## config.mk

```make
export PLATFORM = sky130hd
export DESIGN_NAME = crt_map_ctrl
export DESIGN_NICKNAME = d
export VERILOG_FILES = /design/src/crt_map_pkg.sv /design/src/gray_map_ram.sv /design/src/crt_map_ctrl.sv
export VERILOG_INCLUDE_DIRS = /design/src
export SDC_FILE = /design/constraint.sdc
export NUM_CORES = 1
export LEC_CHECK = 0
export ABC_AREA = 0
export BUFFER_PORTS_ARGS = -buffer_cell sky130_fd_sc_hd__buf_4
export CORE_UTILIZATION = 53
export DETAILED_ROUTE_END_ITERATION = 12
export PLACE_DENSITY = 0.69
export SETUP_SLACK_MARGIN = 0.15
export SYNTH_ARGS = -nofsm -noshare
export SYNTH_HDL_FRONTEND = slang
export SYNTH_SLANG_ARGS = --single-unit
export TNS_END_PERCENT = 20
```

## constraint.sdc

```tcl
create_clock -name clk_sys -period 5.65 [get_ports clk_sys]
set_clock_uncertainty 0.15 [all_clocks]
set_input_delay 1.13 -clock clk_sys [delete_from_list [all_inputs] [get_ports clk_sys]]
set_output_delay 1.13 -clock clk_sys [all_outputs]
set_load 0.01 [all_outputs]
```

## src/crt_map_regs.svh

```systemverilog
// Purpose: offsets, field positions, reset values and timing counts for the crt output block
// Assumes: word-indexed register port, 8-bit data
// Notes: included by bare name
`ifndef CRT_MAP_REGS_SVH
`define CRT_MAP_REGS_SVH
`define ADDR_INPUT_STATUS    8'hc2
`define ADDR_DISPLAY_SELECT  8'h19
`define ADDR_HOST_BUS_CTRL   8'h31
`define ADDR_MAP_ACCESS_CTRL 8'h30
`define ADDR_MAP_ADDR        8'h33
`define ADDR_MAP_DATA        8'h34
`define ADDR_SYNC_CTRL       8'h40
`define ADDR_DAC_STATUS      8'h41
`define BIT_SENSE            4
`define BIT_PANEL_EN         4
`define BIT_CRT_EN           5
`define BIT_IO16_EN          0
`define BIT_HSYNC_NEG        0
`define BIT_VSYNC_NEG        1
`define BIT_SYNC_LOCK        2
`define MAP_UNLOCK_KEY       8'h30
`define RST_DISPLAY_SELECT   8'h00
`define RST_HOST_BUS_CTRL    8'h01
`define RST_SYNC_CTRL        8'h03
`define MAP_GAP_CYCLES       3'h4
`endif

```

## src/crt_map_pkg.sv

```systemverilog
// Purpose: types shared by the crt output block
// Assumes: nothing
// Notes: constants live in crt_map_regs.svh
package crt_map_pkg;
	typedef enum logic [2:0]
	{
		map_idle_s   = 3'b001,
		map_unlock_s = 3'b010,
		map_wait_s   = 3'b100
	} map_state_t;
	typedef enum logic [1:0]
	{
		lines_reserved_t = 2'b00,
		lines_350_t      = 2'b01,
		lines_400_t      = 2'b10,
		lines_480_t      = 2'b11
	} frame_lines_t;
endpackage

```

## src/gray_map_ram.sv

```systemverilog
// Purpose: 64 x 6 gray mapping memory, one pixel port and one cpu port
// Assumes: single clock, registered read data on both ports
// Notes: cpu write wins no priority over pixel read; ports are independent
`timescale 1ns/1ps
module gray_map_ram #(
	parameter int DEPTH = 64,
	parameter int AW    = 6,
	parameter int DW    = 6
)(
	// clock
	input  wire logic          clk_sys,
	// pixel port
	input  wire logic [AW-1:0] pix_addr,
	output      logic [DW-1:0] pix_data,
	// cpu port
	input  wire logic [AW-1:0] cpu_addr,
	input  wire logic          cpu_we,
	input  wire logic [DW-1:0] cpu_wdata,
	output      logic [DW-1:0] cpu_rdata
);
	logic [DW-1:0] mem [DEPTH];
	always_ff @(posedge clk_sys)
	begin
		if (cpu_we)
			mem[cpu_addr] <= cpu_wdata;
	end
	always_ff @(posedge clk_sys)
	begin
		pix_data  <= mem[pix_addr];
		cpu_rdata <= mem[cpu_addr];
	end
endmodule // gray_map_ram

```

## src/crt_map_ctrl.sv

```systemverilog
// Purpose: crt/panel selection, sync polarity, monitor sense readout, dac gating and gray mapping
// Assumes: sense comparators come from another clock domain; blanking arrives already on clk_sys
// Notes: register data 8 bits, read data one cycle after the strobe
//
// The implementer's own choices: the address-and-strobe port and the address map.
`timescale 1ns/1ps
`include "crt_map_regs.svh"
module crt_map_ctrl
	import crt_map_pkg::*;
#(
	parameter int CLK_HZ   = 10000000,
	parameter int SENSE_NS = 300
)(
	// clock and reset
	input  wire logic       clk_sys,
	input  wire logic       rst,
	// register port
	input  wire logic [7:0] reg_addr,
	input  wire logic [7:0] reg_wdata,
	input  wire logic       reg_wr,
	input  wire logic       reg_rd,
	output      logic [7:0] reg_rdata,
	// chip state
	input  wire logic       chip_enable,
	input  wire logic       power_down,
	input  wire logic       retrace,
	// dac comparators, asynchronous
	input  wire logic [2:0] cmp_below,
	// pixel path
	input  wire logic [5:0] weight_in,
	output      logic [5:0] dither_out,
	output      logic [3:0] plasma_out,
	// display outputs
	output      logic       crt_enable,
	output      logic       panel_enable,
	output      logic       simul_display,
	output      logic       dac_on,
	output      logic       hsync_neg,
	output      logic       vsync_neg,
	output      logic [1:0] frame_lines
);
	localparam int SENSE_CYC_RAW = (SENSE_NS * (CLK_HZ / 1000000) + 999) / 1000;
	localparam int SENSE_CYC     = (SENSE_CYC_RAW < 1) ? 1 : SENSE_CYC_RAW;

	logic [7:0] disp_sel_q;
	logic [7:0] host_bus_q;
	logic [7:0] sync_ctrl_q;
	logic [5:0] map_addr_q;
	logic [2:0] cmp_s1_q;
	logic [2:0] cmp_s2_q;
	logic [2:0] cmp_s3_q;
	logic       sense_q;
	logic [7:0] rdata_q;
	logic       map_rd_q;
	logic [2:0] gap_q;
	logic [7:0] stable_q;
	logic       map_err_q;
	map_state_t state_q;
	logic [5:0] map_rdata;
	logic       map_allowed;
	logic       map_data_hit;
	logic       map_go;

	assign panel_enable  = disp_sel_q[`BIT_PANEL_EN];
	assign crt_enable    = disp_sel_q[`BIT_CRT_EN];
	assign simul_display = panel_enable & crt_enable;
	assign dac_on        = crt_enable & chip_enable & ~power_down & ~retrace;
	assign map_allowed   = panel_enable & ~power_down;
	assign map_data_hit  = (reg_addr == `ADDR_MAP_DATA) & (reg_wr | reg_rd);
	assign map_go        = map_data_hit & map_allowed & (state_q == map_unlock_s);

	// display select and host bus control
	always_ff @(posedge clk_sys)
	begin
		if (rst)
		begin
			disp_sel_q <= `RST_DISPLAY_SELECT;
			host_bus_q <= `RST_HOST_BUS_CTRL;
		end
		else if (reg_wr)
		begin
			if (reg_addr == `ADDR_DISPLAY_SELECT)
				disp_sel_q <= reg_wdata;
			if (reg_addr == `ADDR_HOST_BUS_CTRL)
				host_bus_q <= reg_wdata;
		end
	end

	// sync polarity; lock bit freezes the bits until reset, any unlock write is refused
	always_ff @(posedge clk_sys)
	begin
		if (rst)
			sync_ctrl_q <= `RST_SYNC_CTRL;
		else if (reg_wr && reg_addr == `ADDR_SYNC_CTRL && !sync_ctrl_q[`BIT_SYNC_LOCK] && !simul_display)
			sync_ctrl_q <= {5'h00, reg_wdata[2:0]};
	end

	// simultaneous display overrides whatever software chose
	assign hsync_neg = simul_display | sync_ctrl_q[`BIT_HSYNC_NEG];
	assign vsync_neg = simul_display | sync_ctrl_q[`BIT_VSYNC_NEG];
	assign frame_lines = {hsync_neg, vsync_neg};

	// comparators arrive from the analog side: three flops, change on agreement
	always_ff @(posedge clk_sys)
	begin
		if (rst)
		begin
			cmp_s1_q <= 3'h0;
			cmp_s2_q <= 3'h0;
			cmp_s3_q <= 3'h0;
		end
		else
		begin
			cmp_s1_q <= cmp_below;
			cmp_s2_q <= cmp_s1_q;
			cmp_s3_q <= cmp_s2_q;
		end
	end

	always_ff @(posedge clk_sys)
	begin
		if (rst)
			sense_q <= 1'b0;
		else if (cmp_s2_q == cmp_s3_q)
			sense_q <= &cmp_s3_q;
	end

	// counts how long the dac has stayed on; software still owns the settle wait
	always_ff @(posedge clk_sys)
	begin
		if (rst || !dac_on)
			stable_q <= 8'h00;
		else if (stable_q != 8'hff)
			stable_q <= stable_q + 8'h01;
	end

	// mapping access sequencer: unlock, one data access, then a gap
	always_ff @(posedge clk_sys)
	begin
		if (rst)
		begin
			state_q <= map_idle_s;
			gap_q   <= 3'h0;
		end
		else
		begin
			unique case (state_q)
				map_idle_s:
				begin
					if (reg_wr && reg_addr == `ADDR_MAP_ACCESS_CTRL && reg_wdata == `MAP_UNLOCK_KEY)
						state_q <= map_unlock_s;
				end
				map_unlock_s:
				begin
					if (map_go)
					begin
						state_q <= map_wait_s;
						gap_q   <= `MAP_GAP_CYCLES;
					end
				end
				map_wait_s:
				begin
					// hardware spacing guards the memory if software skimps on the wait
					if (gap_q == 3'h1)
						state_q <= map_idle_s;
					gap_q <= gap_q - 3'h1;
				end
			endcase
		end
	end

	always_ff @(posedge clk_sys)
	begin
		if (rst)
			map_addr_q <= 6'h00;
		else if (reg_wr && reg_addr == `ADDR_MAP_ADDR)
			map_addr_q <= reg_wdata[5:0];
	end

	// refused data accesses are remembered; io16 left on also counts as a fault
	always_ff @(posedge clk_sys)
	begin
		if (rst)
			map_err_q <= 1'b0;
		else if (map_data_hit && (!map_go || host_bus_q[`BIT_IO16_EN]))
			map_err_q <= 1'b1;
		else if (reg_rd && reg_addr == `ADDR_DAC_STATUS)
			map_err_q <= 1'b0;
	end

	gray_map_ram #(
		.DEPTH (64),
		.AW    (6),
		.DW    (6)
	) u_ram (
		.clk_sys   (clk_sys),
		.pix_addr  (weight_in),
		.pix_data  (dither_out),
		.cpu_addr  (map_addr_q),
		.cpu_we    (map_go & reg_wr),
		.cpu_wdata (reg_wdata[5:0]),
		.cpu_rdata (map_rdata)
	);

	assign plasma_out = dither_out[3:0];

	// read data: memory answer is already registered, so pick it in the next cycle
	always_ff @(posedge clk_sys)
	begin
		if (rst)
			map_rd_q <= 1'b0;
		else
			map_rd_q <= map_go & reg_rd;
	end

	always_ff @(posedge clk_sys)
	begin
		if (rst)
			rdata_q <= 8'h00;
		else if (reg_rd)
		begin
			unique case (reg_addr)
				`ADDR_INPUT_STATUS:    rdata_q <= {3'h0, sense_q, 4'h0};
				`ADDR_DISPLAY_SELECT:  rdata_q <= disp_sel_q;
				`ADDR_HOST_BUS_CTRL:   rdata_q <= host_bus_q;
				`ADDR_MAP_ADDR:        rdata_q <= {2'h0, map_addr_q};
				`ADDR_SYNC_CTRL:       rdata_q <= {5'h00, sync_ctrl_q[2], vsync_neg, hsync_neg};
				`ADDR_DAC_STATUS:      rdata_q <= {map_err_q, (stable_q >= 8'(SENSE_CYC)), 3'h0, state_q};
				default:               rdata_q <= 8'h00;
			endcase
		end
		else
			rdata_q <= 8'h00;
	end

	assign reg_rdata = map_rd_q ? {2'h0, map_rdata} : rdata_q;

	property p_dac_off;
		@(posedge clk_sys) disable iff (rst)
		(retrace || power_down || !crt_enable || !chip_enable) |-> !dac_on;
	endproperty
	a_dac_off: assert property (p_dac_off) else $error("dac driven while off");

	property p_dac_crt;
		@(posedge clk_sys) disable iff (rst)
		dac_on |-> crt_enable;
	endproperty
	a_dac_crt: assert property (p_dac_crt) else $error("dac on without crt");

	property p_simul_480;
		@(posedge clk_sys) disable iff (rst)
		simul_display |-> frame_lines == lines_480_t;
	endproperty
	a_simul_480: assert property (p_simul_480) else $error("simultaneous sync not 480");

	property p_lock_hold;
		@(posedge clk_sys) disable iff (rst)
		sync_ctrl_q[`BIT_SYNC_LOCK] |=> $stable(sync_ctrl_q);
	endproperty
	a_lock_hold: assert property (p_lock_hold) else $error("locked sync changed");

	property p_crt_write;
		@(posedge clk_sys) disable iff (rst)
		reg_wr && reg_addr == `ADDR_DISPLAY_SELECT |=> crt_enable == $past(reg_wdata[`BIT_CRT_EN]);
	endproperty
	a_crt_write: assert property (p_crt_write) else $error("crt enable not written");

	property p_sense_all;
		@(posedge clk_sys) disable iff (rst)
		$rose(sense_q) |-> $past(&cmp_s3_q);
	endproperty
	a_sense_all: assert property (p_sense_all) else $error("sense without all comparators");

	property p_status_read;
		@(posedge clk_sys) disable iff (rst)
		reg_rd && reg_addr == `ADDR_INPUT_STATUS |=> reg_rdata[`BIT_SENSE] == $past(sense_q);
	endproperty
	a_status_read: assert property (p_status_read) else $error("status bit 4 wrong");

	property p_map_gate;
		@(posedge clk_sys) disable iff (rst)
		map_go |-> panel_enable && !power_down;
	endproperty
	a_map_gate: assert property (p_map_gate) else $error("mapping access while barred");

	property p_one_access;
		@(posedge clk_sys) disable iff (rst)
		map_go |=> !map_go [*4];
	endproperty
	a_one_access: assert property (p_one_access) else $error("mapping accesses too close");

	property p_plasma;
		@(posedge clk_sys) disable iff (rst)
		plasma_out === dither_out[3:0];
	endproperty
	a_plasma: assert property (p_plasma) else $error("plasma bits differ");
endmodule // crt_map_ctrl

```

# After elaboration in Yosys (flattened, before gate mapping)
# Memories as Yosys holds them, arrays and structs flattened. A register that Yosys moved wholly into a read port is not among the register bits.
# Index checks and enable logic that the tools add are counted.
op_classes:
  addsub: 2
  mul: 0
  div: 0
  magnitude_cmp: 1
  n_eq_ne: 18
  shift: 0
  mux: 11
  bitwise: 16
  reduce_logical: 22
ops:
  columns: ["operator", "n"]
  rows:
  - ["one-hot mux 8 bit (6 select lines)", 1]
  - ["== test 8 x 6 -> 1 bit (second input constant)", 5]
  - ["== test 8 x 7 -> 1 bit (second input constant)", 2]
  - ["bitwise AND 1 bit", 10]
  - ["2-to-1 mux 3 bit", 3]
  - ["one-hot mux 3 bit (3 select lines)", 1]
  - ["adder 8 x 1 -> 8 bit (second input constant)", 1]
  - ["== test 8 x 5 -> 1 bit (second input constant)", 1]
  - ["== test 8 bit (second input constant)", 1]
  - ["greater-or-equal comparator 8 x 2 -> 1 bit (second input constant)", 1]
  - ["logical AND 1 bit", 8]
  - ["2-to-1 mux 8 bit", 1]
  - ["inequality test 8 bit (second input constant)", 1]
  - ["== test 3 x 1 -> 1 bit (second input constant)", 2]
  - ["inequality test 2 bit (second input constant)", 3]
  - ["one-hot mux 3 bit (2 select lines)", 1]
  - ["AND reduction 2 bit", 3]
  - ["AND reduction 3 bit", 2]
  - ["logical NOT 1 bit", 4]
  - ["2-to-1 mux 1 bit", 4]
  - ["nonzero test 2 bit", 2]
  - ["== test 3 x 2 -> 1 bit (second input constant)", 1]
  - ["== test 3 bit", 1]
  - ["== test 3 bit (second input constant)", 1]
  - ["5 further kinds", 10]
word_totals:
  regBits: 59
  latchBits: 0
  ram_bits: 384
  rom_bits: 0
  in_bits: 32
  output_inout_bits: 26
  elab_cells: 85
  memories: 1
mem_list:
  columns: ["memory", "depth", "width", "read_ports", "rd_clocked_by_memory_dff", "write_ports", "line_no", "source"]
  rows:
  - ["u_ram.mem", 64, 6, 2, 2, 1, "gray_map_ram.sv:21", "logic [DW-1:0] mem [DEPTH];"]

# Depth between registers and ports, before layout
logic_depth:
  word_depth: 8
  mapped_depth: 11
  ltp_nobuf: 6

# Cells and area by module
# Synthesis repeated with hierarchy kept, for this count alone.
hier_totals:
  hier_cells: 1374
  hier_area_um2: 21321.7
modules_own_cells:
  columns: ["mod", "n_inst", "cells_each", "area_per_inst_um2", "seq_area_each_um2"]
  rows:
  - ["gray_map_ram", 1, 1066, 18407.7, 11771.3]
  - ["crt_map_ctrl", 1, 308, 2914.0, 1181.1]

# Worst setup path after synthesis
# Ideal clock, no wire load.
synth_timing:
  path_kind: "input -> register"
  start: "input port reg_addr[1]"
  end: "memory u_ram.mem[10][0] (enable)"
  setup_time_ns: 0.350
  arrival_time_ns: 2.746
  required_time_ns: 5.150
  setup_slack_ns: 2.404
  cell_stages: 6
  n_path_buf: 0
  path_cell_list: "or3_1 -> nor4_1 -> nand3_1 -> nor2_1 -> nand2_1 -> nor2_1"
synth_between:
  elab_chain_cells: 7
synth_lines:
  columns: ["item", "line_no", "source"]
  rows:
  - ["from (decl)", "crt_map_ctrl.sv:18", "input wire logic [7:0] reg_addr,"]
  - ["== test 8 x 6 -> 1 bit (no source line)", null, null]
  - ["bitwise AND 1 bit", "crt_map_ctrl.sv:69", "assign map_data_hit = (reg_addr == `ADDR_MAP_DATA) & (reg_wr | reg_rd);"]
  - ["bitwise AND 1 bit (2 in series)", "crt_map_ctrl.sv:70", "assign map_go = map_data_hit & map_allowed & (state_q == map_unlock_s);"]
  - ["bitwise AND 1 bit", "crt_map_ctrl.sv:200", ".cpu_we (map_go & reg_wr),"]
  - ["2-to-1 mux 1 bit", "gray_map_ram.sv:24", "if (cpu_we)"]
  - ["2-to-1 mux 1 bit (not written as such)", "gray_map_ram.sv:25", "mem[cpu_addr] <= cpu_wdata;"]
  - ["to (decl)", "gray_map_ram.sv:21", null]
# Every way passes these cells.

# Worst setup path after layout
layout_timing:
  start: "input port reg_addr[1]"
  end: "memory u_ram.mem[26][5] (enable)"
# Same word-level chain as after synthesis.

==> out/results.tsv <==
stage	metric	value	unit
run_status	status	complete, no violations	
global_routing	grtUsageMet3	0.0914	
logic_synthesis	synthTopCellsByCount	edfxtp_1, mux4_2, nor2_1, nand2_1, dfxtp_1	
sta	slew_viol_final	0	
sta	fin_hold_ws	0.306	ns
logic_synthesis	syn-cell-area	0.0211	mm²
logic_synthesis	synthMostInstantiatedCell	edfxtp_1	
setup_path	crit_chain	buf_4, or3_1, nor4_1, nand3_1, nor2_1, nand2_1, nor2_1	
floorplanning	die_width	201	µm
logic_synthesis	synthArstFlopShare	0	
sta	maxSlewHeadroom	0.186	
clock_network	numCtsBuffers	46	
sta	rsz0062_at_grt	no	
floorplanning	io_pins	58	
global_routing	grt_pass1_wl	96600	µm
final_layout	final_util	0.598	
setup_path	crit_path_start_kind	input pin	
drt	initialDrtViolationCount	2563	
setup_path	r2r_setup_slack	1.68	ns
global_routing	grt_pass1_vias	13700	
drt	drt_pass1_iterations	6	
setup_path	required	5.72	ns
clock_network	cts_repair_resize_count	0	
place	dp_hpwl	43100	µm
global_routing	overflow	0	
logic_synthesis	ys_seq_area_frac	0.614	
sta	worst_pin_slew	1.22	ns
logic_synthesis	ys_types	68	
job	drv_cap	0	
clock_network	cts_hold_buf	0	
logic_synthesis	synth_top_area_cell	edfxtp_1	
final_layout	fillerInstances	2953	
logic_synthesis	syn_area_per_cell	14.8	µm²
clock_network	clock_sinks	455	
floorplanning	coreArea	0.0389	mm²
place	port_buffers	57	
sta	hold_violations	0	
final_layout	nets	1484	
clock_network	clk_latency	0.59	ns
clock_network	post-cts-setup-buffer-count	0	
final_layout	area_growth	10.3	%
drt	routed_wl	66700	µm
global_routing	grt_use_met1	0.466	
place	routabilityCongestion	0.965	
clock_network	clk_pin_slew	0.06	ns
floorplanning	die_y	201	µm
place	preCtsSetupSlack	1.16	ns
power	ir_drop	0.296	mV
setup_path	crit_fanout	8	
clock_network	root_buffer	clkbuf_16	
sta	setup_slack	1.65	ns
drt	ant_nets	0	
global_routing	grtUsageTotal	0.333	
setup_path	crit_family	simple AND/OR/NAND/NOR gates	
clock_network	ctsHtreeMaxLevel	2	
sta	tns	0	ns
sta	setup_violations	0	
clock_network	cts_tree	built	
global_routing	antenna_found_initial	3	
logic_synthesis	synth_top_area_frac	0.547	
setup_path	cpMostUsedCell	nor2_1	
global_routing	grt_max_degree	70	
setup_path	cp-end-kind	flop	
sta	fmax	0.250	GHz
clock_network	clockBufferDepth	3	
logic_synthesis	syn_nets	1464	
final_layout	drive_gt1_frac	0.221	
setup_path	crit_buf_inv	1	
drt	vias	14600	
sta	fin_crit	4.00	ns
setup_path	crit_type	in -> reg	
power	power_density	300	mW/mm²
global_routing	grt-busiest-layer	met2	
drt	via_per_inst	7.28	
logic_synthesis	synth_edf_count	384	
logic_synthesis	ys.flop_type	edfxtp_1	
drt	post_drt_wl_per_cell	33.4	µm
final_layout	register_area	0.0130	mm²
logic_synthesis	ys_ff_latch	455	
final_layout	diodes	0	
setup_path	cpPeakStageDelay	0.75	ns
sta	timing.final.crit_share	0.708	
logic_synthesis	syn_inst	1429	
logic_synthesis	netlist_top_cells_area	edfxtp_1, mux4_2, dfxtp_1	
setup_path	crit_slowest_cell	nor2_1	
setup_path	arrival	4.06	ns
global_routing	met2_usage	0.485	
floorplanning	die-area	0.0406	mm²
final_layout	multi_input_area	0.00752	mm²
drt	drc	0	
floorplanning	rows	72	
logic_synthesis	yosysWarningCount	0	
power	total_leakage_power	7.32	nW
hold_path	hold_class	reg -> reg	
floorplanning	start_util	0.542	
==> flip-flops by register name, indices dropped and copies added, names as in the netlist, 6 cells and up <==
register / count
disp_sel_q: 8
host_bus_q: 8
map_addr_q: 6
rdata_q: 8
stable_q: 8
u_ram.cpu_rdata: 6
u_ram.mem: 384
u_ram.pix_data: 6
==> per-stage QoR <==
step | cells | total power (W) | area, µm²
3_3_place_gp | 1919 | 0.00405 | 21800
6_report | 1999 | 0.00698 | 23300
3_5_place_dp | 1919 | 0.00405 | 21800
5_1_grt | 1999 | 0.00713 | 23300
4_1_cts | 1999 | 0.00699 | 23300
2_1_floorplan | 1429 | 0.00390 | 21100
==> cell families after synthesis <==
kind of cell | Yosys count | share of synthesized area
muxes | 218 | 0.186
AOI/OAI and AO/OA | 265 | 0.0844
and+or+nand+nor | 362 | 0.0813
buffers and inverters | 119 | 0.0291
xor gates and xnor gates | 7 | 0.00291
DFF | 455 | 0.614
adders and majority gates | 3 | 0.00178
==> cells in the final DEF (no fill, tap or decap), drive strengths merged, types with 5 or more instances in the layout <==
| cell | n |
|---|---|
| mux4 | 135 |
| a22oi | 36 |
| inv | 11 |
| dfxtp | 71 |
| clkinv | 17 |
| o21ai | 35 |
| nor3 | 12 |
| or2 | 5 |
| a211o | 5 |
| a221o | 5 |
| edfxtp | 384 |
| nor2b | 29 |
| and2 | 5 |
| a32oi | 5 |
| mux2i | 42 |
| a221oi | 24 |
| nor3b | 6 |
| nand2 | 94 |
| a22o | 9 |
| clkbuf | 58 |
| and3 | 11 |
| xor2 | 6 |
| a222oi | 6 |
| nor4 | 7 |
| nand3 | 37 |
| nand4 | 8 |
| a21oi | 70 |
| nor2 | 120 |
| buf | 80 |
| nand2b | 10 |
| a31oi | 12 |
| o22ai | 32 |
| mux2 | 41 |
==> worst register-to-register path: cells and delay by family (launching register included) <==
| family | cells | cell delay, ns |
|---|---|---|
| flops | 1 | 0.90 |
| simple gates | 3 | 2.56 |
==> final timing paths <==
path | to | cells after the start | from
worst max-delay path | u_ram.mem[26][5] | 7 | reg_addr[1]
worst min-delay path | disp_sel_q[0] | 2 | disp_sel_q[0]
worst max register to register | u_ram.mem[26][5] | 3 | map_addr_q[1]
worst min register to register | disp_sel_q[0] | 2 | disp_sel_q[0]
==> area by class of cell <==
type,count,share of cell area
sequential,455,0.557
clock inverter,22,0.00920
tap,518,0.0279
timing repair buffer,80,0.0276
clock buffer,58,0.0532
inverter,11,0.00177
multi-input combinational,855,0.323
==> metal layers <==
layer | part of all wire | vias up
met5 | 0.00040 | -
met3 | 0.14 | 258
met4 | 0.059 | 4
met1 | 0.37 | 7207
li1 | - | 5771
met2 | 0.43 | 1315
==> power breakdown <==
| part | total, W | switching (W) | internal, W | leakage (nW) |
|---|---|---|---|---|
| Clock | 0.00300 | 0.00127 | 0.00173 | 0.710 |
| Sequential | 0.00365 | 0.00000857 | 0.00365 | 4.03 |
| Combinational | 0.000330 | 0.000210 | 0.000120 | 2.58 |
Power figures use the tool's default switching activity.
